<file path="src/rtl/eqs_defs.svh">
// constants for the egress queue scheduler
//
// Summary of operation
// - ports 1 and 2 get four ranked queues
// - strict highest queue drains before lower queues
// - strict high queue drains before lower queues
// - strict low queue drains before lowest queue
// - strict lowest queue sends after higher ones
// - ratio mode caps packets per period
// - upper register mode bits 15, 7 reset one
// - lower register mode bits 15, 7 reset one
// - highest ratio in bits 6:0, reset eight
// - high ratio in bits 14:8, reset four
// - lowest ratio in bits 14:8, reset one
// - low ratio in bits 6:0, reset two
// - port 2 copies port 1, runs independently
`ifndef EQS_DEFS_SVH
`define EQS_DEFS_SVH

// register indices; byte address is four times the index
`define EQS_IDX_W 10
`define EQS_IDX_P1_UPPER 10'h0C8
`define EQS_IDX_P1_LOWER 10'h0CA
`define EQS_IDX_P2_UPPER 10'h0CC
`define EQS_IDX_P2_LOWER 10'h0CE
`define EQS_IDX_STATUS 10'h0E0

// bus geometry
`define EQS_ADDR_W 12
`define EQS_ADDR_LSB 2
`define EQS_DATA_W 32
`define EQS_STRB_W 4
`define EQS_BYTE_W 8
`define EQS_REG_W 16

// field layout of a rate control register
`define EQS_MODE_HI 15
`define EQS_MODE_LO 7
`define EQS_RATIO_HI_MSB 14
`define EQS_RATIO_HI_LSB 8
`define EQS_RATIO_LO_MSB 6
`define EQS_RATIO_LO_LSB 0
`define EQS_RATIO_W 7

// reset values
`define EQS_MODE_RST 1'b1
`define EQS_RST_HIGHEST 7'h08
`define EQS_RST_HIGH 7'h04
`define EQS_RST_LOW 7'h02
`define EQS_RST_LOWEST 7'h01
`define EQS_UPPER_RESET \
    {`EQS_MODE_RST, `EQS_RST_HIGH, `EQS_MODE_RST, `EQS_RST_HIGHEST}
`define EQS_LOWER_RESET \
    {`EQS_MODE_RST, `EQS_RST_LOWEST, `EQS_MODE_RST, `EQS_RST_LOW}

// queue ranks and counts
`define EQS_Q_LOWEST 2'h0
`define EQS_Q_LOW 2'h1
`define EQS_Q_HIGH 2'h2
`define EQS_Q_HIGHEST 2'h3
`define EQS_NUM_Q 4
`define EQS_NUM_PORTS 2

// status layout and period default
`define EQS_ST_LAST_LSB 8
`define EQS_PERIOD_DEFAULT 1000

`endif

</file>
<file path="src/rtl/eqs_pkg.sv">
// types shared by the egress queue scheduler files
`include "eqs_defs.svh"

package eqs_pkg;
    typedef logic [`EQS_RATIO_W-1:0] eqs_ratio_type; // packet allowance
    typedef logic [1:0] eqs_queue_type; // queue rank
    typedef logic [`EQS_REG_W-1:0] eqs_word_type; // register word
    typedef enum logic {
        EQS_GS_IDLE, // may issue a grant
        EQS_GS_HOLD // lets the queue view settle
    } eqs_grant_state_type;
endpackage

</file>
<file path="src/rtl/eqs_sched_if.sv">
// signals between the register side and one port scheduler
`timescale 1ns/1ps
`include "eqs_defs.svh"

interface eqs_sched_if;
    logic [`EQS_NUM_Q-1:0] pending; // queue holds a packet
    logic tx_ready; // mac can take a packet
    logic [`EQS_NUM_Q-1:0] mode; // 1 ratio, 0 strict
    eqs_pkg::eqs_ratio_type ratio [`EQS_NUM_Q]; // programmed ratio
    logic tick; // period start pulse
    logic grant_valid; // one-cycle grant pulse
    eqs_pkg::eqs_queue_type grant_queue; // last granted queue
    eqs_pkg::eqs_ratio_type allow [`EQS_NUM_Q]; // allowance left

    modport sched (
        input pending, tx_ready, mode, ratio, tick,
        output grant_valid, grant_queue, allow
    );
    modport ctrl (
        output pending, tx_ready, mode, ratio, tick,
        input grant_valid, grant_queue, allow
    );
endinterface

</file>
<file path="src/rtl/eqs_port_sched.sv">
// per-port queue pick and packet allowance tracking
`timescale 1ns/1ps
`include "eqs_defs.svh"

module eqs_port_sched (
    input wire logic pclk, // core clock
    input wire logic presetn, // async reset, active low
    eqs_sched_if.sched sif // one port's queue view
);

    logic [`EQS_NUM_Q-1:0] elig; // queue may send now
    logic found; // some queue may send
    eqs_pkg::eqs_queue_type pick; // queue chosen this cycle
    logic grant_now; // grant issued at next edge
    eqs_pkg::eqs_grant_state_type state_reg; // pacing state
    eqs_pkg::eqs_grant_state_type state_next; // next pacing state

    genvar q;
    generate
        for (q = 0; q < `EQS_NUM_Q; q++) begin : g_q
            localparam eqs_pkg::eqs_queue_type QID = 2'(q);
            localparam eqs_pkg::eqs_ratio_type ARST =
                (QID == `EQS_Q_HIGHEST) ? `EQS_RST_HIGHEST :
                (QID == `EQS_Q_HIGH) ? `EQS_RST_HIGH :
                (QID == `EQS_Q_LOW) ? `EQS_RST_LOW : `EQS_RST_LOWEST;
            // strict queues always qualify, ratio ones need allowance
            assign elig[q] = sif.pending[q] &&
                (!sif.mode[q] || sif.allow[q] != '0);
            // reload wins over a same-cycle spend; that packet
            // counts against the period just ending
            always_ff @(posedge pclk or negedge presetn) begin
                if (!presetn) begin
                    sif.allow[q] <= ARST;
                end else if (sif.tick) begin
                    sif.allow[q] <= sif.ratio[q];
                end else if (grant_now && pick == QID && sif.mode[q]) begin
                    sif.allow[q] <= sif.allow[q] - 1'b1;
                end
            end

        end
    endgenerate

    // highest eligible queue wins; later loop passes override
    always_comb begin
        found = 1'b0;
        pick = `EQS_Q_LOWEST;
        for (int i = 0; i < `EQS_NUM_Q; i++) begin
            if (elig[i]) begin
                found = 1'b1;
                pick = 2'(i);
            end
        end
    end

    assign grant_now = (state_reg == eqs_pkg::EQS_GS_IDLE) && found
        && sif.tx_ready;

    // one idle cycle after a grant so pending can follow it
    always_comb begin
        state_next = state_reg;
        case (state_reg)
            eqs_pkg::EQS_GS_IDLE: begin
                if (grant_now) begin
                    state_next = eqs_pkg::EQS_GS_HOLD;
                end
            end
            default: begin
                state_next = eqs_pkg::EQS_GS_IDLE;
            end
        endcase
    end

    always_ff @(posedge pclk or negedge presetn) begin
        if (!presetn) begin
            state_reg <= eqs_pkg::EQS_GS_IDLE;
        end else begin
            state_reg <= state_next;
        end
    end

    // grant pulse and the queue it names, held until next grant
    always_ff @(posedge pclk or negedge presetn) begin
        if (!presetn) begin
            sif.grant_valid <= 1'b0;
            sif.grant_queue <= `EQS_Q_LOWEST;
        end else begin
            sif.grant_valid <= grant_now;
            if (grant_now) begin
                sif.grant_queue <= pick;
            end
        end
    end
endmodule

</file>
<file path="src/rtl/eqs_egress_queue_scheduler.sv">
// top of the egress queue scheduler: apb registers and two ports
`timescale 1ns/1ps
`include "eqs_defs.svh"

module eqs_egress_queue_scheduler #(
    parameter int PERIOD_CYCLES = `EQS_PERIOD_DEFAULT // period length
) (
    input wire logic pclk, // core clock, 10 MHz
    input wire logic presetn, // async reset, active low
    input wire logic [`EQS_ADDR_W-1:0] paddr, // apb byte address
    input wire logic psel, // apb select
    input wire logic penable, // apb access phase
    input wire logic pwrite, // apb write
    input wire logic [`EQS_DATA_W-1:0] pwdata, // apb write data
    input wire logic [`EQS_STRB_W-1:0] pstrb, // apb byte lanes
    output logic [`EQS_DATA_W-1:0] prdata, // apb read data
    output logic pready, // apb ready
    output logic pslverr, // apb error
    input wire logic [`EQS_NUM_Q-1:0] p1_queue_pending, // port 1
    input wire logic [`EQS_NUM_Q-1:0] p2_queue_pending, // port 2
    input wire logic p1_mac_tx_ready, // port 1 mac idle
    input wire logic p2_mac_tx_ready, // port 2 mac idle
    output logic p1_grant_valid, // port 1 grant pulse
    output logic [1:0] p1_grant_queue, // port 1 granted queue
    output logic p2_grant_valid, // port 2 grant pulse
    output logic [1:0] p2_grant_queue // port 2 granted queue
);

    // ******************************************************
    // declarations
    // ******************************************************

    localparam int CNT_W = (PERIOD_CYCLES > 1) ?
        $clog2(PERIOD_CYCLES) : 1;
    localparam logic [CNT_W-1:0] CNT_LAST = CNT_W'(PERIOD_CYCLES - 1);

    // rate control registers
    eqs_pkg::eqs_word_type port1_upper_queues_rate_ctrl_reg;
    eqs_pkg::eqs_word_type port1_lower_queues_rate_ctrl_reg;
    eqs_pkg::eqs_word_type port2_upper_queues_rate_ctrl_reg;
    eqs_pkg::eqs_word_type port2_lower_queues_rate_ctrl_reg;

    eqs_pkg::eqs_word_type upper_w [`EQS_NUM_PORTS]; // per port view
    eqs_pkg::eqs_word_type lower_w [`EQS_NUM_PORTS]; // per port view
    logic [`EQS_NUM_Q-1:0] pend_w [`EQS_NUM_PORTS]; // pending view
    logic ready_w [`EQS_NUM_PORTS]; // mac ready view
    eqs_pkg::eqs_word_type status_w; // live status word

    logic [CNT_W-1:0] period_cnt_reg; // cycles into the period
    logic tick_reg; // one pulse per period

    logic [`EQS_IDX_W-1:0] idx; // word index of the access
    logic hit; // index is mapped
    eqs_pkg::eqs_word_type rd_word; // decoded read value
    logic wr_access; // write completes this edge
    logic first_reg; // first cycle after reset release

    logic [`EQS_DATA_W-1:0] prdata_reg; // read data flop
    logic pready_reg; // ready flop
    logic pslverr_reg; // error flop

    eqs_sched_if sif [`EQS_NUM_PORTS] (); // one per network port

    // ******************************************************
    // byte lane merge
    // ******************************************************

    // only lanes 0 and 1 carry register bits; lanes 2, 3 drop
    function automatic eqs_pkg::eqs_word_type merge_lanes(
        input eqs_pkg::eqs_word_type old_val,
        input logic [`EQS_DATA_W-1:0] wdata,
        input logic [`EQS_STRB_W-1:0] strb
    );
        eqs_pkg::eqs_word_type res;
        res = old_val;
        if (strb[0]) begin
            res[`EQS_BYTE_W-1:0] = wdata[`EQS_BYTE_W-1:0];
        end
        if (strb[1]) begin
            res[`EQS_REG_W-1:`EQS_BYTE_W] =
                wdata[`EQS_REG_W-1:`EQS_BYTE_W];
        end
        return res;
    endfunction

    // ******************************************************
    // apb slave
    // ******************************************************

    assign idx = paddr[`EQS_ADDR_W-1:`EQS_ADDR_LSB];
    // pready is only ever high in the access cycle
    assign wr_access = psel && penable && pready_reg && pwrite;

    // address decode; unmapped words read zero and flag an error
    always_comb begin
        rd_word = '0;
        hit = 1'b1;
        if (idx == `EQS_IDX_P1_UPPER) begin
            rd_word = port1_upper_queues_rate_ctrl_reg;
        end else if (idx == `EQS_IDX_P1_LOWER) begin
            rd_word = port1_lower_queues_rate_ctrl_reg;
        end else if (idx == `EQS_IDX_P2_UPPER) begin
            rd_word = port2_upper_queues_rate_ctrl_reg;
        end else if (idx == `EQS_IDX_P2_LOWER) begin
            rd_word = port2_lower_queues_rate_ctrl_reg;
        end else if (idx == `EQS_IDX_STATUS) begin
            rd_word = status_w;
        end else begin
            hit = 1'b0;
        end
    end

    // answer captured in the setup cycle: no wait states
    always_ff @(posedge pclk or negedge presetn) begin
        if (!presetn) begin
            pready_reg <= 1'b0;
            pslverr_reg <= 1'b0;
            prdata_reg <= '0;
        end else begin
            pready_reg <= psel && !penable;
            pslverr_reg <= psel && !penable && !hit;
            prdata_reg <= '0;
            if (psel && !penable && !pwrite) begin
                prdata_reg[`EQS_REG_W-1:0] <= rd_word;
            end
        end
    end

    assign prdata = prdata_reg;
    assign pready = pready_reg;
    assign pslverr = pslverr_reg;

    // ******************************************************
    // rate control registers
    // ******************************************************

    // each port owns its own pair; a write touches one word only
    always_ff @(posedge pclk or negedge presetn) begin
        if (!presetn) begin
            port1_upper_queues_rate_ctrl_reg <= `EQS_UPPER_RESET;
            port1_lower_queues_rate_ctrl_reg <= `EQS_LOWER_RESET;
            port2_upper_queues_rate_ctrl_reg <= `EQS_UPPER_RESET;
            port2_lower_queues_rate_ctrl_reg <= `EQS_LOWER_RESET;
        end else if (wr_access) begin
            if (idx == `EQS_IDX_P1_UPPER) begin
                port1_upper_queues_rate_ctrl_reg <= merge_lanes(
                    port1_upper_queues_rate_ctrl_reg, pwdata, pstrb);
            end else if (idx == `EQS_IDX_P1_LOWER) begin
                port1_lower_queues_rate_ctrl_reg <= merge_lanes(
                    port1_lower_queues_rate_ctrl_reg, pwdata, pstrb);
            end else if (idx == `EQS_IDX_P2_UPPER) begin
                port2_upper_queues_rate_ctrl_reg <= merge_lanes(
                    port2_upper_queues_rate_ctrl_reg, pwdata, pstrb);
            end else if (idx == `EQS_IDX_P2_LOWER) begin
                port2_lower_queues_rate_ctrl_reg <= merge_lanes(
                    port2_lower_queues_rate_ctrl_reg, pwdata, pstrb);
            end
            // status word is read only, writes fall through
        end
    end

    // marks the first edge after release for the reset checks
    always_ff @(posedge pclk or negedge presetn) begin
        if (!presetn) begin
            first_reg <= 1'b1;
        end else begin
            first_reg <= 1'b0;
        end
    end

    // ******************************************************
    // scheduling period
    // ******************************************************

    // free-running period; ratio edits apply from the next tick
    always_ff @(posedge pclk or negedge presetn) begin
        if (!presetn) begin
            period_cnt_reg <= '0;
            tick_reg <= 1'b0;
        end else begin
            tick_reg <= (period_cnt_reg == CNT_LAST);
            if (period_cnt_reg == CNT_LAST) begin
                period_cnt_reg <= '0;
            end else begin
                period_cnt_reg <= period_cnt_reg + 1'b1;
            end
        end
    end

    // ******************************************************
    // port schedulers
    // ******************************************************

    assign upper_w[0] = port1_upper_queues_rate_ctrl_reg;
    assign lower_w[0] = port1_lower_queues_rate_ctrl_reg;
    assign upper_w[1] = port2_upper_queues_rate_ctrl_reg;
    assign lower_w[1] = port2_lower_queues_rate_ctrl_reg;
    assign pend_w[0] = p1_queue_pending;
    assign pend_w[1] = p2_queue_pending;
    assign ready_w[0] = p1_mac_tx_ready;
    assign ready_w[1] = p2_mac_tx_ready;
    // spare status bits read zero rather than float
    assign status_w[`EQS_REG_W-1:`EQS_ST_LAST_LSB + 2*`EQS_NUM_PORTS] = '0;

    genvar p;
    generate
        for (p = 0; p < `EQS_NUM_PORTS; p++) begin : g_port
            logic [`EQS_NUM_Q-1:0] allow_nz; // allowance left
            logic [`EQS_NUM_Q-1:0] view_elig; // checker view

            // field mapping into the four queues of this port
            assign sif[p].mode[`EQS_Q_HIGHEST] =
                upper_w[p][`EQS_MODE_LO];
            assign sif[p].mode[`EQS_Q_HIGH] =
                upper_w[p][`EQS_MODE_HI];
            assign sif[p].mode[`EQS_Q_LOWEST] =
                lower_w[p][`EQS_MODE_HI];
            assign sif[p].mode[`EQS_Q_LOW] =
                lower_w[p][`EQS_MODE_LO];
            assign sif[p].ratio[`EQS_Q_HIGHEST] =
                upper_w[p][`EQS_RATIO_LO_MSB:`EQS_RATIO_LO_LSB];
            assign sif[p].ratio[`EQS_Q_HIGH] =
                upper_w[p][`EQS_RATIO_HI_MSB:`EQS_RATIO_HI_LSB];
            assign sif[p].ratio[`EQS_Q_LOWEST] =
                lower_w[p][`EQS_RATIO_HI_MSB:`EQS_RATIO_HI_LSB];
            assign sif[p].ratio[`EQS_Q_LOW] =
                lower_w[p][`EQS_RATIO_LO_MSB:`EQS_RATIO_LO_LSB];
            assign sif[p].pending = pend_w[p];
            assign sif[p].tx_ready = ready_w[p];
            assign sif[p].tick = tick_reg;

            for (genvar k = 0; k < `EQS_NUM_Q; k++) begin : g_nz
                assign allow_nz[k] = (sif[p].allow[k] != '0);
            end
            assign view_elig = pend_w[p] & (~sif[p].mode | allow_nz);

            // status: allowance flags and last granted queue
            assign status_w[`EQS_NUM_Q*p +: `EQS_NUM_Q] = allow_nz;
            assign status_w[`EQS_ST_LAST_LSB + 2*p +: 2] =
                sif[p].grant_queue;

            // four ranked queues per port, independent instances
            eqs_port_sched u_sched (
                .pclk(pclk),
                .presetn(presetn),
                .sif(sif[p])
            );

        end
    endgenerate

    assign p1_grant_valid = sif[0].grant_valid;
    assign p1_grant_queue = sif[0].grant_queue;
    assign p2_grant_valid = sif[1].grant_valid;
    assign p2_grant_queue = sif[1].grant_queue;
endmodule

</file>
<file path="config.mk">
export PLATFORM = sky130hd
export DESIGN_NAME = eqs_egress_queue_scheduler
export DESIGN_NICKNAME = d
export VERILOG_FILES = /design/src/rtl/eqs_pkg.sv /design/src/rtl/eqs_sched_if.sv /design/src/rtl/eqs_port_sched.sv /design/src/rtl/eqs_egress_queue_scheduler.sv
export VERILOG_INCLUDE_DIRS = /design/src /design/src/rtl
export SDC_FILE = /design/constraint.sdc
export NUM_CORES = 1
export LEC_CHECK = 0
export ABC_AREA = 1
export BUFFER_PORTS_ARGS = -buffer_cell sky130_fd_sc_hd__buf_2
export CAP_MARGIN = 40
export CELL_PAD_IN_SITES_DETAIL_PLACEMENT = 1
export CELL_PAD_IN_SITES_GLOBAL_PLACEMENT = 2
export CORE_UTILIZATION = 30
export CTS_CLUSTER_DIAMETER = 100
export DETAILED_ROUTE_END_ITERATION = 12
export PLACE_DENSITY = 0.76
export RECOVER_POWER = 100
export SYNTH_ARGS = -nofsm -noshare
export SYNTH_HDL_FRONTEND = slang
export SYNTH_HIERARCHICAL = 1
export SYNTH_SLANG_ARGS = --single-unit
</file>
<file path="constraint.sdc">
create_clock -name pclk -period 1.95 [get_ports pclk]
set_input_delay 0.195 -clock pclk [delete_from_list [all_inputs] [get_ports pclk]]
set_output_delay 0.195 -clock pclk [all_outputs]
set_load 0.02 [all_outputs]
</file>
* Word level (Yosys, flattened, before mapping)
Index checks and enable logic that the tools add are counted.
** Storage, ports and cells
- Register bits after elaboration :: 157
- Input port bits :: 63
- Output and inout port bits :: 40
- Word-level logic and storage cells :: 178
** Operators by class
- Bitwise gates (word level) :: 5
- Add/sub/neg operators :: 9
- Reduce and logical (&&, ||, !) cells :: 79
- Equal/unequal tests :: 12
- Mux-type cells :: 46
** Operator list (number)
- 7-bit two-way mux :: 16
- 16-bit two-way mux :: 5
- 7-bit nonzero test :: 8
- 7-bit by 1-bit subtractor with 7-bit output (second input constant) :: 8
- 10-bit by 8-bit equality test with 1-bit output (second input constant) :: 5
- 1-bit logical AND :: 34
- 1-bit two-way mux :: 19
- 2-bit nonzero test :: 8
- 12-bit two-way mux :: 1
- 6-bit AND reduction :: 2
- 1-bit zero test :: 11
- 10-bit by 1-bit adder with 10-bit output (second input constant) :: 1
- 10-bit equality test (second input constant) :: 1
- 10-bit two-way mux :: 1
- 5-bit AND reduction :: 2
- 2-bit equality test (second input constant) :: 4
- 1-bit logical OR :: 8
- 2-bit two-way mux :: 4
- 4-bit AND reduction :: 2
- 3-bit AND reduction :: 2
- 1-bit inverter :: 5
- 2-bit by 1-bit equality test with 1-bit output (second input constant) :: 2
- 2-bit zero test :: 2

* Longest topological paths before layout
- Depth after elaboration :: 13
- Gate-level depth with buffers :: 12
- Depth with buffers taken out :: 11

* By module
Netlist, hierarchy kept.
** By module, submodules not included
- eqs_egress_queue_scheduler :: seq. area each 2347.3 µm², area each 4848.4 µm², cells each 566, instances 1
- eqs_port_sched :: seq. area each 805.8 µm², area each 2145.8 µm², cells each 306, instances 2

* Worst setup path before layout
Ideal clock, no wire load.
- Kind :: flip-flop to flip-flop
- Start point :: register g_port[0].u_sched.sif.allow[0]
- End point :: register g_port[0].u_sched.sif.allow[0]
- Period minus slack after synthesis :: 1690 ps
- Path buffers :: 1
- Library setup time :: 121 ps
- Data arrival time :: 1570 ps
- Cell stages (with the launch flop) :: 13
- Path slack :: 260 ps
- Data required time :: 1829 ps
- Cells stage by stage :: dfrtp_1 > inv_1 > ha_1 > nand3_1 > o21ai_2 > nand2_2 > nand2_2 > nand2_4 > nand2_2 > nand2_2 > buf_6 > nand2_1 > o21ai_2
** On the way
- Word-level cells in the longest chain between the ends :: 9
- Elaborated cells on any way between the ends :: 14
- Those cells by class :: add/sub: 1; eq/ne: 1; mux: 4; reduce/logical: 8
** RTL lines
- start, declared :: line eqs_sched_if.sv:17 : output grant_valid, grant_queue, allow
- start signal, assigned by index :: line eqs_port_sched.sv:35 : sif.allow[q] <= sif.ratio[q];
- start signal, assigned by index :: line eqs_port_sched.sv:37 : sif.allow[q] <= sif.allow[q] - 1'b1;
- 7-bit nonzero test :: line eqs_port_sched.sv:28 : (!sif.mode[q] || sif.allow[q] != '0);
- 1-bit logical OR :: line eqs_port_sched.sv:28
- 1-bit logical AND :: line eqs_port_sched.sv:27 : assign elig[q] = sif.pending[q] &&
- 1-bit two-way mux :: line eqs_port_sched.sv:49 : if (elig[i]) begin
- 1-bit logical AND :: line eqs_port_sched.sv:56 : assign grant_now = (state_reg == eqs_pkg::EQS_GS_IDLE) && found
- 1-bit logical AND :: line eqs_port_sched.sv:57 : && sif.tx_ready;
- via g_port[0].u_sched.grant_now :: line eqs_port_sched.sv:14 : logic grant_now;
- 1-bit logical AND (2 in a row) :: line eqs_port_sched.sv:36 : end else if (grant_now && pick == QID && sif.mode[q]) begin
- 2-bit nonzero test (no line)
The timed path passes the listed nets, and every way through them passes these cells. The select of a mux whose other input is x is not followed.
A chain may end at the register's enable or synchronous reset.

* Worst setup path in the final report
- Start point :: register g_port[0].u_sched.sif.allow[7]
- End point :: register g_port[0].u_sched.sif.allow[21]
** On the way
- Word-level cells in the longest chain between the ends :: 10
- Elaborated cells on any way between the ends :: 13
- Those cells by class :: mux: 4; reduce/logical: 9
** RTL lines (line)
- 7-bit nonzero test (*) :: eqs_port_sched.sv:28
- 1-bit logical OR (*) :: eqs_port_sched.sv:28
- 1-bit logical AND (*) :: eqs_port_sched.sv:27
- 1-bit two-way mux (2 in a row) :: eqs_port_sched.sv:49
- 1-bit logical AND :: eqs_port_sched.sv:56
- 1-bit logical AND :: eqs_port_sched.sv:57
- 1-bit logical AND (*) (2 in a row) :: eqs_port_sched.sv:36
- 2-bit nonzero test (no line) (*)
Every way passes the cells marked *; elsewhere a longest branch is shown, timed or not.

==> impl_metrics.tcl <==
set metrics [dict create \
    outcome "finished clean" \
    largest_reg_flops 56 \
    finalSetupTns_ps 0 \
    synth_adder_area_share 0.0233 \
    post_synth_simple_gate_area 0.301 \
    dp_hpwl_um 20500 \
    synth_compound_gate_area_share 0.129 \
    maxCapViolations 0 \
    pin_count_of_the_biggest_net_entering_global_routing 57 \
    cts-root-buf "clkbuf_16" \
    std_cell_rows 63 \
    final_util 0.352 \
    top_register "g_port.u_sched/sif.allow" \
    internal-power_mw 5.10 \
    clock_latency_ps 450 \
    power.static_leakage_nw 5.04 \
    place.gp.congestion 0.833 \
    timing.final.max_slew_violations 0 \
    syn_area_per_cell_um2 7.76 \
    stdcell_area_um2 10500 \
    grt_pass1_vias 8232 \
    path_buf_inv 1 \
    number_of_antenna_violations_at_the_first_check_in_global_routing 0 \
    worstMarginPinSlew_ps 1220 \
    hold_class "in -> reg" \
    holdPathEnd "port1_upper_queues_rate_ctrl_reg[3]$_DFFE_PN1P_" \
    critical_path.startpoint_type "flip-flop" \
    irDropWorstVdd_mv 0.625 \
    core_area_um2 29800 \
    layout_worst_path_cycle_share 0.941 \
    mostFrequentLayoutCell "nand2_1" \
    floorplan.initialDensity 0.307 \
    setup.reg_to_reg.worst_slack_ps 110 \
    clock_skew_ps 18.5 \
    timing.hold.worst_path_depth 3 \
    post_layout_nonfiller_instances 1677 \
    clock.fmax_mhz 545 \
    data_arrival_time_of_the_worst_path_ps 2220 \
    launching_instance_or_port_of_the_critical_path "g_port[0].u_sched/sif.allow[7]$_DFFE_PN0P_" \
    switching_share 0.274 \
    syn_inst 1178 \
    die_w_um 177 \
    layout_common_cells "nand2_1 (360), dfrtp_1 (131), inv_1 (117), o21ai_0 (111), nor2_1 (103)" \
    post_synth_instance_area_um2 9140 \
    ios 103 \
    firstDrtPassIters 4 \
    cpMostUsedCell "nand2_1" \
    power.density_nw_per_um2 670 \
    synth.ff_latch_count 157 \
    net-switching-power_mw 1.93 \
    antenna_cells_inserted 0 \
    cts_max_path_buffers 2 \
    cts_h_tree_depth 4 \
    rr_worst_depth 10 \
    cts_num_sinks 157 \
    power.share.sequential 0.474 \
    detail_route.vias_per_cell 4.66 \
    crit_required_ps 2340 \
    global_route_wire_length_before_repair_um 44800 \
    syn_to_final_growth_pct 14.8 \
    worst_setup_path_end_kind "flip-flop" \
    place.port_buffers 66 \
    worst_r2r_endpoint "g_port[0].u_sched/sif.allow[21]$_DFFE_PN1P_" \
    final-hold-violation-count 0 \
    synth-async-reset-ratio 1.00 \
    route.final.wire_length_um 27600 \
    cp_max_stage_cell "dfrtp_1" \
    path_cells "inv_1 > ha_1 > nand3_1 > o21ai_2 > nand2_2 > nor2_1 > nand3_4 > nand2_4 > nand2_1 > nand2_1" \
    drt.antenna.violating_nets 0 \
    die-area_um2 31200 \
    worst-setup-path-type "reg -> reg" \
    synth_xor_xnor_area_share 0.0240 \
    placed_cells 1639 \
    power.share.clock 0.464 \
    dr_total_vias 7813 \
    synth_seq_area_share 0.433 \
    layout_cells_sized_above_1 0.176 \
    cp_num_cells 10 \
    synth-warning-count 6 \
    timing.final.setup_violations 0 \
    dominant_combinational_cell_family_by_area_after_synthesis "simple AND/OR/NAND/NOR gates" \
    highest_net_fanout_along_the_worst_path 8 \
    ys.flop_type "dfrtp_1" \
    tritoncts_clock_tree "yes" \
    synth_mux_area_frac 0 \
    synthDistinctLibCells 37 \
    drt_iter0_drc 305 \
    hold_path.startpoint "pwdata[3]" \
    final.setup.worst_slack_ps 114 \
    groute.usage.overall 0.186 \
    final_min_period_ps 1840 \
    crit-reg2reg-launch "g_port[0].u_sched/sif.allow[7]$_DFFE_PN0P_" \
    nNetsFinal 1354 \
    worst_setup_hold_path_clk_slew_ps 70 \
    synth-edff-count 0 \
    worst_path_dominant_cell_family "simple AND/OR/NAND/NOR gates" \
    pre_cts_ws_ps 28.3 \
    worst_slew_margin_rel 0.190 \
    power.combinational.fraction 0.062 \
    dpl-instance-area_um2 10000 \
    critPathMaxStageDelay_ps 390 \
    route.detailed.drc 0 \
    die_height_um 177 \
    post_drt_wl_per_cell_um 16.5 \
    global_route.overflow_total 0 \
    cts_inserted_buffers 17 \
]
[cell type report]
type	instances	area (um^2)
Sequential cell	157	3960
Inverter	126	478
Fill cell	3680	19300
Multi-Input combinational cell	861	4330
Tap cell	390	488
Clock buffer	18	429
Clock inverter	14	125
Timing Repair Buffer	111	678
[worst reg2reg max path, stage by stage, from the launching register on]
cell,delay [ps]
dfrtp_1,390
inv_1,130
ha_1,170
nand3_1,120
o21ai_2,190
nand2_2,120
nor2_1,210
nand3_4,180
nand2_4,150
nand2_1,70
nand2_1,60
[cells by family (layout without fill, tap and decap cells)]
| group | Yosys count | count (layout) |
|---|---|---|
| buffers and inverters | 175 | 269 |
| AO/OA/AOI/OAI | 183 | 183 |
| other | 1 | 16 |
| XOR/XNOR | 25 | 25 |
| adder cells (fa/ha/maj) | 17 | 17 |
| AND/OR/NAND/NOR | 620 | 620 |
| flip-flops | 157 | 157 |
[per-layer routing]
metal / share of wire / GRT usage
met5: 0 / 0
met4: 0.013 / 0.0517
met3: 0.023 / 0.0261
met2: 0.48 / 0.311
met1: 0.48 / 0.250
[how the worst max path moves through the flow]
stage	endpoint	slack (ps)
detailed placement	g_port[0].u_sched/sif.allow[6]$_DFFE_PN0P_	30
finish	g_port[0].u_sched/sif.allow[21]$_DFFE_PN1P_	110
floorplan	g_port[0].u_sched/sif.allow[0]$_DFFE_PN0P_	260
CTS	g_port[0].u_sched/sif.allow[6]$_DFFE_PN0P_	0.8
global placement	g_port[1].u_sched/sif.allow[0]$_DFFE_PN0P_	60
global route	g_port[1].u_sched/sif.allow[13]$_DFFE_PN0P_	-20
[power groups by stage]
stage	Clock, mW	Sequential, mW	Combinational (mW)
after floorplan	0	3.41	0.206
after global placement	0	3.39	0.450
after detailed placement	0	3.40	0.458
after CTS	3.35	3.33	0.460
after global routing	3.47	3.33	0.489
final	3.26	3.33	0.436
[through the flow]
stage                     total power [mW]  hold WS [ps]
after global routing                  7.29           116
after detailed placement              3.85           171
final                                 7.03          98.3
after floorplan                       3.62          -101
after CTS                             7.15           121
after global placement                3.85           166
[Yosys cell counts (17+ instances only)]
library cell,instances,area (um^2)
nand3_1,85,425
o21ai_0,61,305
inv_1,119,447
buf_4,18,135
nand2_1,355,1330
o21ai_2,62,543
dfrtp_1,133,3330
dfstp_2,24,631
a21oi_1,24,120
clkbuf_1,19,71.3
nand2_2,19,119
ha_1,17,213
o21ai_1,23,115
nor2_1,100,375
[timing repair]
action,CTS,global route
endpoints found under the setup margin,0,46
hold endpoints to repair,25,0
resized for setup,0,24
setup buffers,0,5
hold buffers,1,0
Note: power is estimated with default switching activity, not from simulation.
